<file path="src/hw/dc2_map.vh">
`ifndef DC2_MAP_VH
`define DC2_MAP_VH

// Byte offset of the capabilities-two word from the capability base
`define DC2_OFS_DEVCAP2      12'h024

// Field positions inside the capabilities-two word
`define DC2_POS_RSVD_HI_MSB  31
`define DC2_POS_RSVD_HI_LSB  24
`define DC2_POS_MAX_PFX_MSB  23
`define DC2_POS_MAX_PFX_LSB  22
`define DC2_POS_EE_PREFIX    21
`define DC2_POS_EXT_FMT      20
`define DC2_POS_OBFF_MSB     19
`define DC2_POS_OBFF_LSB     18
`define DC2_POS_RSVD_MID_MSB 17
`define DC2_POS_RSVD_MID_LSB 14
`define DC2_POS_TPH_MSB      13
`define DC2_POS_TPH_LSB      12
`define DC2_POS_LTR          11
`define DC2_POS_RLX_PASS     10
`define DC2_POS_CAS128       9
`define DC2_POS_AT64         8
`define DC2_POS_AT32         7
`define DC2_POS_AT_ROUTE     6
`define DC2_POS_ARI_FWD      5
`define DC2_POS_CTO_DIS      4
`define DC2_POS_CTO_RNG_MSB  3
`define DC2_POS_CTO_RNG_LSB  0

// Hardwired and reset values
`define DC2_RST_WORD         32'h0000_0000
`define DC2_HW_RLX_PASS      1'h0
`define DC2_HW_AT_ROUTE      1'h0
`define DC2_HW_ARI_FWD       1'h0
`define DC2_HW_CTO_DIS       1'h1
`define DC2_RSVD_ZERO4       4'h0
`define DC2_RSVD_ZERO8       8'h00

// Completer-hint encodings
`define DC2_TPH_NONE         2'h0
`define DC2_TPH_ONLY         2'h1
`define DC2_TPH_RSVD         2'h2
`define DC2_TPH_BOTH         2'h3

// Read answer latency in core cycles
`define DC2_RD_LAT           1

`endif

</file>
<file path="src/hw/dc2_caps_reg.v">
`include "dc2_map.vh"

module dc2_caps_reg #(
  parameter [11:0] CAP_BASE      = 12'h070,  // Capability base byte offset
  parameter [1:0]  MAX_PREFIXES  = 2'h0,     // Max end-end prefixes field
  parameter [0:0]  EE_PREFIX     = 1'h0,     // End-end prefix accepted
  parameter [0:0]  EXT_FMT       = 1'h0,     // Three-bit format supported
  parameter [1:0]  OBFF_LEVEL    = 2'h0,     // Flush/fill support level
  parameter [1:0]  TPH_LEVEL     = 2'h0,     // Completer hint level
  parameter [0:0]  LTR_SUPPORT   = 1'h0,     // Latency tolerance supported
  parameter [0:0]  CAS128        = 1'h0,     // 128-bit swap completer
  parameter [0:0]  ATOMIC64      = 1'h0,     // 64-bit atomic completer
  parameter [0:0]  ATOMIC32      = 1'h0,     // 32-bit atomic completer
  parameter [3:0]  CTO_RANGES    = 4'h0      // Timeout ranges supported
) (
  // Clock, reset and enable
  input  wire        i_core_clk,
  input  wire        i_rstn,
  input  wire        i_ce,
  // Configuration access port
  input  wire        i_cfg_rd,
  input  wire        i_cfg_wr,
  input  wire [11:0] i_cfg_addr,
  input  wire [3:0]  i_cfg_be,
  input  wire [31:0] i_cfg_wdata,
  // Configuration answer
  output wire        o_cfg_ack,
  output wire [31:0] o_cfg_rdata,
  // Capabilities toward the function's own logic
  output wire        o_ee_prefix_en,
  output wire        o_atomic32_en,
  output wire        o_atomic64_en,
  output wire        o_cas128_en,
  output wire        o_ltr_en,
  output wire [1:0]  o_tph_level,
  output wire        o_cto_disable_capable
);

  // Address of the word within configuration space
  localparam [11:0] WORD_ADDR = CAP_BASE + `DC2_OFS_DEVCAP2;

  // Field values held in flops
  wire [1:0] max_pfx_val;    // Max prefixes
  wire [0:0] ee_prefix_val;  // End-end prefix support
  wire [0:0] ext_fmt_val;    // Format width support
  wire [1:0] obff_val;       // Flush/fill level
  wire [1:0] tph_val;        // Completer hint level
  wire [0:0] ltr_val;        // Latency tolerance
  wire [0:0] cas128_val;     // Wide swap completer
  wire [0:0] at64_val;       // 64-bit atomics
  wire [0:0] at32_val;       // 32-bit atomics
  wire [3:0] cto_rng_val;    // Timeout ranges

  // Assembled register word
  wire [31:0] cap_word;

  // Access decode
  wire        addr_hit;      // Dword address matches
  wire [31:0] lane_mask;     // Byte enables widened to bits

  // Answer flops
  reg         ack_ff;
  reg  [31:0] rdata_ff;
  reg         nxt_ack;
  reg  [31:0] nxt_rdata;

  // Capability output flops
  reg         ee_prefix_ff;
  reg         atomic32_ff;
  reg         atomic64_ff;
  reg         cas128_ff;
  reg         ltr_ff;
  reg  [1:0]  tph_ff;
  reg         cto_dis_ff;

  // Implementation-fixed fields, one holder each
  dc2_ro_field #(.W(2), .VALUE(MAX_PREFIXES)) u_max_pfx (
    .i_core_clk (i_core_clk),
    .i_rstn     (i_rstn),
    .o_value    (max_pfx_val)
  );

  dc2_ro_field #(.W(1), .VALUE(EE_PREFIX)) u_ee_prefix (
    .i_core_clk (i_core_clk),
    .i_rstn     (i_rstn),
    .o_value    (ee_prefix_val)
  );

  dc2_ro_field #(.W(1), .VALUE(EXT_FMT)) u_ext_fmt (
    .i_core_clk (i_core_clk),
    .i_rstn     (i_rstn),
    .o_value    (ext_fmt_val)
  );

  dc2_ro_field #(.W(2), .VALUE(OBFF_LEVEL)) u_obff (
    .i_core_clk (i_core_clk),
    .i_rstn     (i_rstn),
    .o_value    (obff_val)
  );

  // Reserved hint code would mislead software, so show none instead
  dc2_ro_field #(
    .W        (2),
    .VALUE    (TPH_LEVEL),
    .RSVD_EN  (1),
    .RSVD_VAL (`DC2_TPH_RSVD),
    .REPL_VAL (`DC2_TPH_NONE)
  ) u_tph (
    .i_core_clk (i_core_clk),
    .i_rstn     (i_rstn),
    .o_value    (tph_val)
  );

  dc2_ro_field #(.W(1), .VALUE(LTR_SUPPORT)) u_ltr (
    .i_core_clk (i_core_clk),
    .i_rstn     (i_rstn),
    .o_value    (ltr_val)
  );

  dc2_ro_field #(.W(1), .VALUE(CAS128)) u_cas128 (
    .i_core_clk (i_core_clk),
    .i_rstn     (i_rstn),
    .o_value    (cas128_val)
  );

  dc2_ro_field #(.W(1), .VALUE(ATOMIC64)) u_at64 (
    .i_core_clk (i_core_clk),
    .i_rstn     (i_rstn),
    .o_value    (at64_val)
  );

  dc2_ro_field #(.W(1), .VALUE(ATOMIC32)) u_at32 (
    .i_core_clk (i_core_clk),
    .i_rstn     (i_rstn),
    .o_value    (at32_val)
  );

  dc2_ro_field #(.W(4), .VALUE(CTO_RANGES)) u_cto_rng (
    .i_core_clk (i_core_clk),
    .i_rstn     (i_rstn),
    .o_value    (cto_rng_val)
  );

  // Word assembly; reserved spans read as zero
  assign cap_word[`DC2_POS_RSVD_HI_MSB:`DC2_POS_RSVD_HI_LSB]   = `DC2_RSVD_ZERO8;
  assign cap_word[`DC2_POS_MAX_PFX_MSB:`DC2_POS_MAX_PFX_LSB]   = max_pfx_val;
  assign cap_word[`DC2_POS_EE_PREFIX]                          = ee_prefix_val[0];
  assign cap_word[`DC2_POS_EXT_FMT]                            = ext_fmt_val[0];
  assign cap_word[`DC2_POS_OBFF_MSB:`DC2_POS_OBFF_LSB]         = obff_val;
  assign cap_word[`DC2_POS_RSVD_MID_MSB:`DC2_POS_RSVD_MID_LSB] = `DC2_RSVD_ZERO4;
  assign cap_word[`DC2_POS_TPH_MSB:`DC2_POS_TPH_LSB]           = tph_val;
  assign cap_word[`DC2_POS_LTR]                                = ltr_val[0];
  assign cap_word[`DC2_POS_RLX_PASS]                           = `DC2_HW_RLX_PASS;
  assign cap_word[`DC2_POS_CAS128]                             = cas128_val[0];
  assign cap_word[`DC2_POS_AT64]                               = at64_val[0];
  assign cap_word[`DC2_POS_AT32]                               = at32_val[0];
  assign cap_word[`DC2_POS_AT_ROUTE]                           = `DC2_HW_AT_ROUTE;
  assign cap_word[`DC2_POS_ARI_FWD]                            = `DC2_HW_ARI_FWD;
  // Always advertised: a self-requesting endpoint needs the disable
  assign cap_word[`DC2_POS_CTO_DIS]                            = `DC2_HW_CTO_DIS;
  assign cap_word[`DC2_POS_CTO_RNG_MSB:`DC2_POS_CTO_RNG_LSB]   = cto_rng_val;

  // Dword decode ignores the two byte-select bits
  assign addr_hit  = (i_cfg_addr[11:2] == WORD_ADDR[11:2]);
  assign lane_mask = {{8{i_cfg_be[3]}}, {8{i_cfg_be[2]}}, {8{i_cfg_be[1]}}, {8{i_cfg_be[0]}}};

  // Answer next-state: reads return masked word, writes only acked
  always @* begin
    nxt_ack   = 1'b0;
    nxt_rdata = `DC2_RST_WORD;
    if (addr_hit && i_cfg_rd) begin
      // Read wins if both strobes are raised together
      nxt_ack   = 1'b1;
      nxt_rdata = cap_word & lane_mask;
    end else if (addr_hit && i_cfg_wr) begin
      // Write data dropped on purpose; nothing here is writable
      nxt_ack   = 1'b1;
      nxt_rdata = `DC2_RST_WORD;
    end else begin
      // Other addresses belong to neighbouring registers
      nxt_ack   = 1'b0;
      nxt_rdata = `DC2_RST_WORD;
    end
  end

  // Answer flops, frozen while the enable is low
  always @(posedge i_core_clk or negedge i_rstn) begin
    if (!i_rstn) begin
      ack_ff   <= 1'b0;
      rdata_ff <= `DC2_RST_WORD;
    end else if (i_ce) begin
      ack_ff   <= nxt_ack;
      rdata_ff <= nxt_rdata;
    end
  end

  // Capability flops feeding the function's datapath
  always @(posedge i_core_clk or negedge i_rstn) begin
    if (!i_rstn) begin
      ee_prefix_ff <= 1'b0;
      atomic32_ff  <= 1'b0;
      atomic64_ff  <= 1'b0;
      cas128_ff    <= 1'b0;
      ltr_ff       <= 1'b0;
      tph_ff       <= `DC2_TPH_NONE;
      cto_dis_ff   <= 1'b0;
    end else if (i_ce) begin
      ee_prefix_ff <= ee_prefix_val[0];
      atomic32_ff  <= at32_val[0];
      atomic64_ff  <= at64_val[0];
      cas128_ff    <= cas128_val[0];
      ltr_ff       <= ltr_val[0];
      tph_ff       <= tph_val;
      // Tells the requester engine its timeout may be switched off
      cto_dis_ff   <= `DC2_HW_CTO_DIS;
    end
  end

  // Outputs straight from flops
  assign o_cfg_ack             = ack_ff;
  assign o_cfg_rdata           = rdata_ff;
  assign o_ee_prefix_en        = ee_prefix_ff;
  assign o_atomic32_en         = atomic32_ff;
  assign o_atomic64_en         = atomic64_ff;
  assign o_cas128_en           = cas128_ff;
  assign o_ltr_en              = ltr_ff;
  assign o_tph_level           = tph_ff;
  assign o_cto_disable_capable = cto_dis_ff;

  // Write data is never looked at
  wire unused_wdata = &{1'b0, i_cfg_wdata};

endmodule

</file>
<file path="src/hw/dc2_ro_field.v">
// Read-only field holder: loads its implementation value at reset
// and never changes afterwards. A reserved encoding is swapped for
// a safe one so software can never see an illegal code.
module dc2_ro_field #(
  parameter          W        = 1,
  parameter [W-1:0]  VALUE    = {W{1'b0}},
  parameter          RSVD_EN  = 0,
  parameter [W-1:0]  RSVD_VAL = {W{1'b0}},
  parameter [W-1:0]  REPL_VAL = {W{1'b0}}
) (
  // Clock and reset
  input  wire         i_core_clk,
  input  wire         i_rstn,
  // Field value
  output wire [W-1:0] o_value
);

  // Legal value chosen at elaboration
  localparam [W-1:0] LEGAL = (RSVD_EN != 0 && VALUE == RSVD_VAL) ? REPL_VAL : VALUE;

  reg [W-1:0] value_ff;   // Holds the constant

  // Constant load under reset, hold otherwise
  always @(posedge i_core_clk or negedge i_rstn) begin
    if (!i_rstn) begin
      value_ff <= LEGAL;
    end else begin
      value_ff <= value_ff;
    end
  end

  assign o_value = value_ff;

endmodule

</file>
<file path="config.mk">
export PLATFORM = sky130hd
export DESIGN_NAME = dc2_caps_reg
export DESIGN_NICKNAME = d
export VERILOG_FILES = /design/src/hw/dc2_caps_reg.v /design/src/hw/dc2_ro_field.v
export VERILOG_INCLUDE_DIRS = /design/src /design/src/hw
export SDC_FILE = /design/constraint.sdc
export NUM_CORES = 1
export LEC_CHECK = 0
export BUFFER_PORTS_ARGS = -buffer_cell sky130_fd_sc_hd__buf_2
export CORE_MARGIN = 2
export CORE_UTILIZATION = 25
export CTS_CLUSTER_SIZE = 30
export DETAILED_ROUTE_END_ITERATION = 8
export GPL_TIMING_DRIVEN = 0
export PLACE_DENSITY_LB_ADDON = 0.3
export SYNTH_ARGS = -nofsm -noshare
export SYNTH_HDL_FRONTEND = slang
export SYNTH_SLANG_ARGS = --single-unit
</file>
<file path="constraint.sdc">
create_clock -name i_core_clk -period 1.4 [get_ports i_core_clk]
set_input_delay 0.14 -clock i_core_clk [delete_from_list [all_inputs] [get_ports i_core_clk]]
set_output_delay 0.14 -clock i_core_clk [all_outputs]
set_load 0.01 [all_outputs]
</file>
After elaboration in Yosys (flattened, before gate mapping)
Index checks and enable logic that the tools add are counted.
- eq/ne operators: 1
- mux-type cells: 3
- reductions and logical operators: 2
- operators by type and width (operator ; count):
    equality test 10 x 6 -> 1 bit (second input constant) ; 1
    two-way mux 5 bit ; 1
    logical AND 1 bit ; 2
    two-way mux 1 bit ; 2
- register bits: 34
- input port bits: 53

Logic depth before layout (Yosys ltp)
Gate-level depths: netlist of run 1.
- depth after elaboration: 4
- depth in mapped cells: 3
- gate-level depth less buffers: 3

Hierarchy
From an unflattened synthesis of run 1, not the netlist that was laid out.
- cells, all modules: 149
- area total of the unflattened synthesis: 1403.8 um2
- by module, submodules not included (module ; instances ; cells each ; area an instance (um2)):
    dc2_caps_reg ; 1 ; 123 ; 1246.2
    dc2_ro_field (u_at32 ...) ; 6 ; 2 ; 11.3
    dc2_ro_field (u_max_pfx ...) ; 3 ; 3 ; 18.8
    dc2_ro_field (u_cto_rng) ; 1 ; 5 ; 33.8

Worst setup path after synthesis of run 1
OpenSTA, ideal clock, no wires.
- path kind: reg2reg
- from: reg, netlist name o_cto_disable_capable
- to: reg cto_dis_ff (netlist: o_cto_disable_capable)
- arrival: 675 ps
- data required time: 1273 ps
- path slack: 598 ps
- cell stages (with the launch flop): 2
- cell sequence: dfrtp_1 or2_2
- RTL lines (what ; line ; RTL):
    end signal: assignment ; dc2_caps_reg.v:215 ; cto_dis_ff <= `DC2_HW_CTO_DIS;
    end: declaration ; dc2_caps_reg.v:74 ; reg cto_dis_ff;

Worst setup path after layout of run 1
- from: reg ack_ff (netlist: o_cfg_ack)
- to: out o_cfg_ack
- RTL lines (what ; line ; RTL):
    start: declaration ; dc2_caps_reg.v:62 ; reg ack_ff;
    start signal: assignment ; dc2_caps_reg.v:192 ; ack_ff <= nxt_ack;
    end: declaration ; dc2_caps_reg.v:27 ; output wire o_cfg_ack,
No word-level cell between the ends.

==> results of run 1 <==
how the worst max path moves through the flow:
stage	endpoint	slack (ns)
after floorplan	o_cto_disable_capable	0.60
after global placement	o_cfg_rdata[4]	0.52
after detailed placement	o_cfg_ack	0.51
after CTS	o_cfg_ack	0.51
after global routing	o_cfg_rdata[4]	0.49
final	o_cfg_ack	0.52
power breakdown:
| part | total [mW] | internal (mW) | leakage [nW] | switching, mW |
|---|---|---|---|---|
| Clock | 0.146 | 0.106 | 0.0150 | 0.0396 |
| Sequential | 0.0874 | 0.0873 | 0.0367 | 0.0000196 |
| Combinational | 0.159 | 0.0887 | 0.422 | 0.0706 |
| Total | 0.393 | 0.282 | 0.474 | 0.110 |
Yosys cell counts, drive strengths merged:
| library cell | number | area (µm²) |
|---|---|---|
| nand2 | 1 | 3.75 |
| nand4 | 1 | 6.26 |
| buf | 38 | 285 |
| or2 | 1 | 6.26 |
| nor2b | 1 | 6.26 |
| nor4b | 2 | 30.0 |
| dfrtp | 3 | 75.1 |
| conb | 1 | 3.75 |
| o22ai | 2 | 12.5 |
| nor2 | 1 | 3.75 |
| inv | 2 | 7.51 |
area by class of cell:
type / count / area, µm²
Tap cell: 17 / 21.3
Inverter: 2 / 7.51
Multi-Input combinational cell: 47 / 211
Fill cell: 192 / 962
Sequential cell: 3 / 75.1
Timing Repair Buffer: 19 / 100
Clock buffer: 4 / 26.3
Buffer: 38 / 285
flip-flops by register name, summed over array words and instances (netlist names):
name and cells:
o_cto_disable_capable 1, o_cfg_rdata 1, o_cfg_ack 1
layout by cell type (no fill, tap or decap):
cell and instances:
buf_2 18, o22ai_1 2, nand2_1 1, dlygate4sd3_1 1, dfrtp_1 3, clkbuf_4 3, nor2_1 1, buf_4 38
or2_2 1, nor4b_2 2, nand4_1 1, inv_1 2, clkbuf_1 1, conb_1 38, nor2b_1 1
cell families (layout without fill, tap and decap cells):
logic type | Yosys count | count (layout)
other cells | 1 | 38
compound gates | 2 | 2
flops | 3 | 3
buf+inv | 40 | 63
simple gates | 7 | 7
per-layer routing:
metal	vias up	wire, µm	global-route usage, %	part of all wire [%]
li1	210	-	-	-
met1	141	223	6.13	29
met2	35	386	11.7	50
met3	0	158	3.97	21
met4	0	0	5.14	0
met5	-	0	0	0
per-stage QoR:
stage	util (%)	hold WS [ns]
floorplan	-	-0.156
global placement	40.9	-0.0628
detailed placement	40.9	-0.0607
CTS	43.0	0.151
global route	43.0	0.146
finish	43.0	0.154
repair_timing:
action | CTS | global route
endpoints found under the setup margin | 0 | 0
hold buffers | 1 | 0
endpoints found under the hold margin | 3 | 0
==> qor.yml, run 1 <==
ys_seq_area_share_pct: 17.0
rsz0062_at_grt: "no"
place.gp.congestion: 0.629
clock_latency_ns: 0.23
synth_simple_gate_area_share_pct: 12.8
cp_cell_sequence: "buf_2"
crit_fanout: 2
fin_skew_ns: 0
cp-end-kind: "output pin"
via_per_inst: 2.97
fin_crit_ns: 0.877
first_global_vias: 287
die_h_um: 46.0
cts_root_buf: "clkbuf_4"
post_cts_buffers: 0
postSynthCellCount: 53
crit_path_start_kind: "register"
slowest_delay_ns: 0.37
cts_buffers: 3
crit_arrival_ns: 0.74
dr.first_iter.drc_count: 0
ys_warn_count: 0
drc_errors: 0
p_per_area_nw_per_um2: 540
synthAdderAreaFrac_pct: 0
synth.area.mux_share_pct: 0
fin_nets: 167
post-route-period-util_pct: 62.6
die-area_um2: 2110
synthXorXnorAreaFrac_pct: 0
grt_pass1_wl_mm: 1.03
wl_per_cell_um: 5.91
syn_area_per_cell_um2: 8.31
ys_ff_latch: 3
cts.htree.levels: 1
critPathKind: "reg -> out"
reg2reg_from: "o_cto_disable_capable"
final.setup.tns_ns: 0
wirelength_um: 768
syn2layout_area_growth_pct: 65.1
vias: 386
core_region_area_um2: 1690
crit_buf_inv: 1
setup_viol: 0
hold_path.class: "in -> reg"
postPlaceCellArea_um2: 691
path_depth: 1
cts_tree: "yes"
fin_ws_ns: 0.523
layout.cells.non_filler: 130
start_util_pct: 26.1
clk_pin_slew_ns: 0.03
crit_start: "o_cfg_ack"
whs_endpoint: "o_cto_disable_capable"
ant_nets: 0
cts.sinks: 3
power.leakage_nw: 0.474
overflow: 0
io_buffers: 18
worstHoldPathCells: 2
cts_max_path_buffers: 2
io_pins: 94
critPathTopFamily: "flip-flops"
layout-drive-gt1-share_pct: 54.9
dpl.hpwl_um: 778
r2r_end: "o_cto_disable_capable"
synth_top_family_by_area: "buffers and inverters"
hold_viol: 0
grt_max_degree: 5
fin_total_pwr_mw: 0.393
drt-pass1-iter-count: 1
cap_viol_max_count: 0
dp_slack_ns: 0.506
antenna_found_initial: 0
r2r_slack_ns: 0.63
diodes: 0
cts-resized-gates: 0
max_freq_mhz: 1140
grt_use_total_pct: 6.98
syn-cell-area_um2: 440
synth_compound_area_share_pct: 2.84
finish.instance_area_um2: 727
std_cell_rows: 15
rr_worst_depth: 1
die_w_um: 46.0
vdd.ir_drop.worst_uv: 223
status: "finished, final reports clean"
critPathSlowestCell: "dfrtp_1"
synthDistinctLibCells: 11
dp.cells: 125
slew_viol_final: 0
min_from: "i_ce"
cp.required_ns: 1.26
(Power assumes the default switching activity.)
==> inputs of run 2 (changes only) <==
--- a/config.mk
+++ b/config.mk
@@ -8,7 +8,7 @@
 export LEC_CHECK = 0
 export BUFFER_PORTS_ARGS = -buffer_cell sky130_fd_sc_hd__buf_2
 export CORE_MARGIN = 2
-export CORE_UTILIZATION = 25
+export CORE_UTILIZATION = 21
 export CTS_CLUSTER_SIZE = 30
 export DETAILED_ROUTE_END_ITERATION = 8
 export GPL_TIMING_DRIVEN = 0
==> constraint.sdc (replaced) <==
create_clock -name i_core_clk -period 0.8 [get_ports i_core_clk]
set_input_delay 0.08 -clock i_core_clk [delete_from_list [all_inputs] [get_ports i_core_clk]]
set_output_delay 0.08 -clock i_core_clk [all_outputs]
set_load 0.01 [all_outputs]
==> qor.yml, run 2 (synthesis results as in run 1) <==
fin_nets: 168
setup_viol: 3
layout.cells.non_filler: 141
slowest_delay_ns: 0.38
wirelength_um: 849
post-route-period-util_pct: 105
crit_fanout: 2
die-area_um2: 2480
cp.required_ns: 0.72
finish.instance_area_um2: 749
cts_tree: "yes"
grt_pass1_wl_mm: 1.19
most-common-layout-cells: "39 x buf_4, 38 x conb_1, 18 x buf_2, 3 x clkbuf_4, 3 x dfrtp_1"
core_region_area_um2: 1960
grt_max_degree: 5
critPathSlowestCell: "dfrtp_1"
antenna_found_initial: 0
wl_per_cell_um: 6.02
clk_pin_slew_ns: 0.04
fill_cells: 214
first_global_vias: 308
hold_path.class: "in -> reg"
critPathTopFamily: "flip-flops"
fin_crit_ns: 0.836
ant_nets: 0
dp.cells: 135
grtUsageMet1_pct: 5.75
layout-drive-gt1-share_pct: 55.3
fin_total_pwr_mw: 0.696
cap_viol_max_count: 0
vdd.ir_drop.worst_uv: 267
dr.first_iter.drc_count: 0
status: "finished, violations left"
cts_max_path_buffers: 2
max_freq_mhz: 1200
fin_skew_ns: 0
cts-resized-gates: 0
crit_path_start_kind: "register"
violations: "setup timing"
fin_ws_ns: -0.0364
utilization_pct: 38.2
die_w_um: 49.8
overflow: 0
cts_buffers: 3
via_per_inst: 2.78
use_met2_pct: 12.0
place.gp.congestion: 0.636
drt-pass1-iter-count: 1
postPlaceCellArea_um2: 706
final_common_cell: "buf_4"
crit_buf_inv: 1
critPathKind: "reg -> out"
p_per_area_nw_per_um2: 928
power.leakage_nw: 0.480
crit_arrival_ns: 0.76
clock_latency_ns: 0.23
io_pins: 94
std_cell_rows: 16
slew_viol_final: 0
cp_cell_sequence: "buf_2"
holdWs_ns: 0.105
diodes: 0
syn2layout_area_growth_pct: 70.2
rsz0062_at_grt: "yes"
cts_root_buf: "clkbuf_4"
cts.sinks: 3
met3_usage_pct: 2.42
vias: 392
busiest_layer: "met2"
die_h_um: 49.8
hold_viol: 0
grt_use_total_pct: 6.66
cp-end-kind: "output pin"
start_util_pct: 22.4
drc_errors: 0
io_buffers: 18
cts.htree.levels: 1
[run 2: cell count changes in the layout (fill, tap and decap cells not counted)]
| cell | previous run | this run |
|---|---|---|
| buf_4 | 38 | 39 |
| or2_2 | 1 | 0 |
| or2_4 | 0 | 1 |
[run 2: layout make-up]
type / instances / area, µm² / area share, %
Tap cell: 27 / 33.8 / 4.51
Multi-Input combinational cell: 47 / 214 / 28.5
Sequential cell: 3 / 75.1 / 10.0
Buffer: 38 / 285 / 38.1
Clock buffer: 4 / 26.3 / 3.51
Inverter: 2 / 7.51 / 1.00
Timing Repair Buffer: 20 / 108 / 14.4
[run 2: repair_timing]
action | 4_1_cts | 5_1_grt
buffers inserted | 0 | 1
hold buffers | 1 | 0
endpoints found under the hold margin | 3 | 0
endpoints found under the setup margin | 3 | 3
pin swaps | 0 | 0
[run 2: per-layer routing]
metal,wire [µm],vias up
li1,-,213
met1,273,141
met2,410,38
met3,166,0
met4,0,0
met5,0,-
[run 2: report_power, final]
group          internal, mW  switching (mW)  total (mW)
sequential            0.153       0.0000279       0.153
clock                 0.187          0.0757       0.262
combinational         0.155           0.125       0.281
total                 0.495           0.201       0.696
[run 2: worst paths after layout]
| kind | depth (start not counted) | slack [ns] | endpoint | startpoint |
|---|---|---|---|---|
| hold reg to reg | 1 | 0.50 | o_cto_disable_capable | o_cto_disable_capable |
| hold / removal | 2 | 0.10 | o_cfg_rdata[4] | i_ce |
| max in group asynchronous | 2 | 0.51 | o_cfg_ack | i_rstn |
| min in group asynchronous | 2 | 0.19 | o_cto_disable_capable | i_rstn |
| setup / recovery | 1 | -0.04 | o_cto_disable_capable | o_cto_disable_capable |
| setup reg to reg | 1 | 0.06 | o_cto_disable_capable | o_cto_disable_capable |
[run 2: through the flow]
stage	setup WS, ns	setup TNS (ns)
floorplan	0.0439	0
CTS	-0.0483	-0.0889
global placement	-0.0531	-0.103
finish	-0.0364	-0.0634
global route	-0.0751	-0.153
detailed placement	-0.0589	-0.116
==> inputs of run 3 (changes only) <==
--- a/config.mk
+++ b/config.mk
@@ -6,9 +6,10 @@
 export SDC_FILE = /design/constraint.sdc
 export NUM_CORES = 1
 export LEC_CHECK = 0
+export ABC_AREA = 1
 export BUFFER_PORTS_ARGS = -buffer_cell sky130_fd_sc_hd__buf_2
 export CORE_MARGIN = 2
-export CORE_UTILIZATION = 21
+export CORE_UTILIZATION = 22
 export CTS_CLUSTER_SIZE = 30
 export DETAILED_ROUTE_END_ITERATION = 8
 export GPL_TIMING_DRIVEN = 0
==> qor.yml, run 3 <==
wl_per_cell_um: 5.60
multi_input_area_um2: 224
yosys-top-cells-count: "38 x buf_4, 10 x nand2_1, 8 x inv_1"
grt_use_total_pct: 6.91
drc_errors: 0
core_region_area_um2: 2000
fin_nets: 183
io_pins: 94
cts.sinks: 3
std_cell_rows: 16
dpl.hpwl_um: 803
final.setup.tns_ns: -0.0232
ys_ff_latch: 3
cts_root_buf: "clkbuf_4"
grt_pass1_wl_mm: 1.29
ys_seq_area_share_pct: 15.9
synthDistinctLibCells: 10
violations: "setup timing"
drt-pass1-iter-count: 4
crit_arrival_ns: 0.73
via_per_inst: 2.79
slew_viol_final: 0
utilization_pct: 39.4
syn_area_per_cell_um2: 7.06
vdd.ir_drop.worst_uv: 331
fill_cells: 231
io_buffers: 18
status: "finished, violations left"
vias: 436
cts.htree.levels: 1
r2r_slack_ns: 0.08
start_util_pct: 23.6
clk_pin_slew_ns: 0.04
diodes: 0
critPathSlowestCell: "dfrtp_1"
cp_cell_sequence: "buf_2"
most-common-layout-cells: "40 x buf_4, 38 x conb_1, 18 x buf_2, 10 x nand2_1, 8 x inv_1"
fin_total_pwr_mw: 0.701
cts_buffers: 3
crit_buf_inv: 1
rsz0062_at_grt: "yes"
critPathKind: "reg -> out"
crit_path_start_kind: "register"
fin_ws_ns: -0.0102
slowest_delay_ns: 0.36
die_h_um: 50.4
async_flop_share_pct: 100
dp_slack_ns: 0.0828
syn-cell-area_um2: 473
setup_viol: 3
cp.required_ns: 0.72
fin_crit_ns: 0.810
dp.cells: 149
hold_path.class: "in -> reg"
first_global_vias: 334
cap_viol_max_count: 0
cts_tree: "yes"
synth_ff_type: "dfrtp_1"
fin_skew_ns: 0
post-route-period-util_pct: 101
ant_nets: 0
dr.first_iter.drc_count: 2
yosys-top-cells-area: "buf_4 60%, dfrtp_1 16%, nand2_1 7.9%"
place.gp.congestion: 0.654
synth_area_leader_cell: "buf_4"
crit_fanout: 2
hold_viol: 0
max_freq_mhz: 1230
postPlaceCellArea_um2: 738
grt_max_degree: 4
die_w_um: 50.4
synth_top_area_share_pct: 60.3
wirelength_um: 874
layout.cells.non_filler: 156
power.leakage_nw: 0.552
finish.instance_area_um2: 790
seqCellArea_um2: 75.1
synth.most_common_cell: "buf_4"
syn2layout_area_growth_pct: 66.9
synth_edf_count: 0
p_per_area_nw_per_um2: 888
holdWs_ns: 0.0821
cp-end-kind: "output pin"
postSynthCellCount: 67
overflow: 0
antenna_found_initial: 0
layout-drive-gt1-share_pct: 49.6
critPathTopFamily: "flip-flops"
cts_max_path_buffers: 2
ys_warn_count: 0
clock_latency_ns: 0.23
die-area_um2: 2540
final_common_cell: "buf_4"
-- run 3: logic make-up after synthesis --
family                 share of synthesized area, %
AND/OR/NAND/NOR                                16.7
buffers and inverters                          66.7
other                                         0.793
flip-flops                                     15.9
-- run 3: routing by layer --
layer	wire, µm	vias up	track usage, %
li1	-	245	-
met2	418	32	10.3
met5	0	-	0
met4	22	0	8.11
met1	304	157	7.26
met3	129	2	1.79
-- run 3: cell type report --
class | count | share of cell area (%)
Buffer | 38 | 36.1
Multi-Input combinational cell | 55 | 28.4
Timing Repair Buffer | 21 | 14.6
Sequential cell | 3 | 9.51
Tap cell | 27 | 4.28
Inverter | 8 | 3.80
Clock buffer | 4 | 3.33
-- run 3: worst paths after layout --
path,to,depth (start not counted),startpoint
max in group asynchronous,o_cfg_rdata[4],2,i_rstn
max,o_cfg_rdata[4],1,o_cfg_rdata[4]
min reg2reg,o_cto_disable_capable,1,o_cto_disable_capable
min,o_cto_disable_capable,2,i_ce
min in group asynchronous,o_cto_disable_capable,2,i_rstn
max reg2reg,o_cto_disable_capable,1,o_cto_disable_capable
-- run 3: timing repair --
item,4_1_cts,5_1_grt
hold buffers,1,0
endpoints found under the hold margin,3,0
setup buffers,1,1
setup endpoints to repair,3,3
resized for setup,0,0
-- run 3: power breakdown --
part	leakage, nW	internal (mW)	switching [mW]
combinational	0.500	0.157	0.133
sequential	0.0367	0.153	0.0000251
clock	0.0150	0.186	0.0718
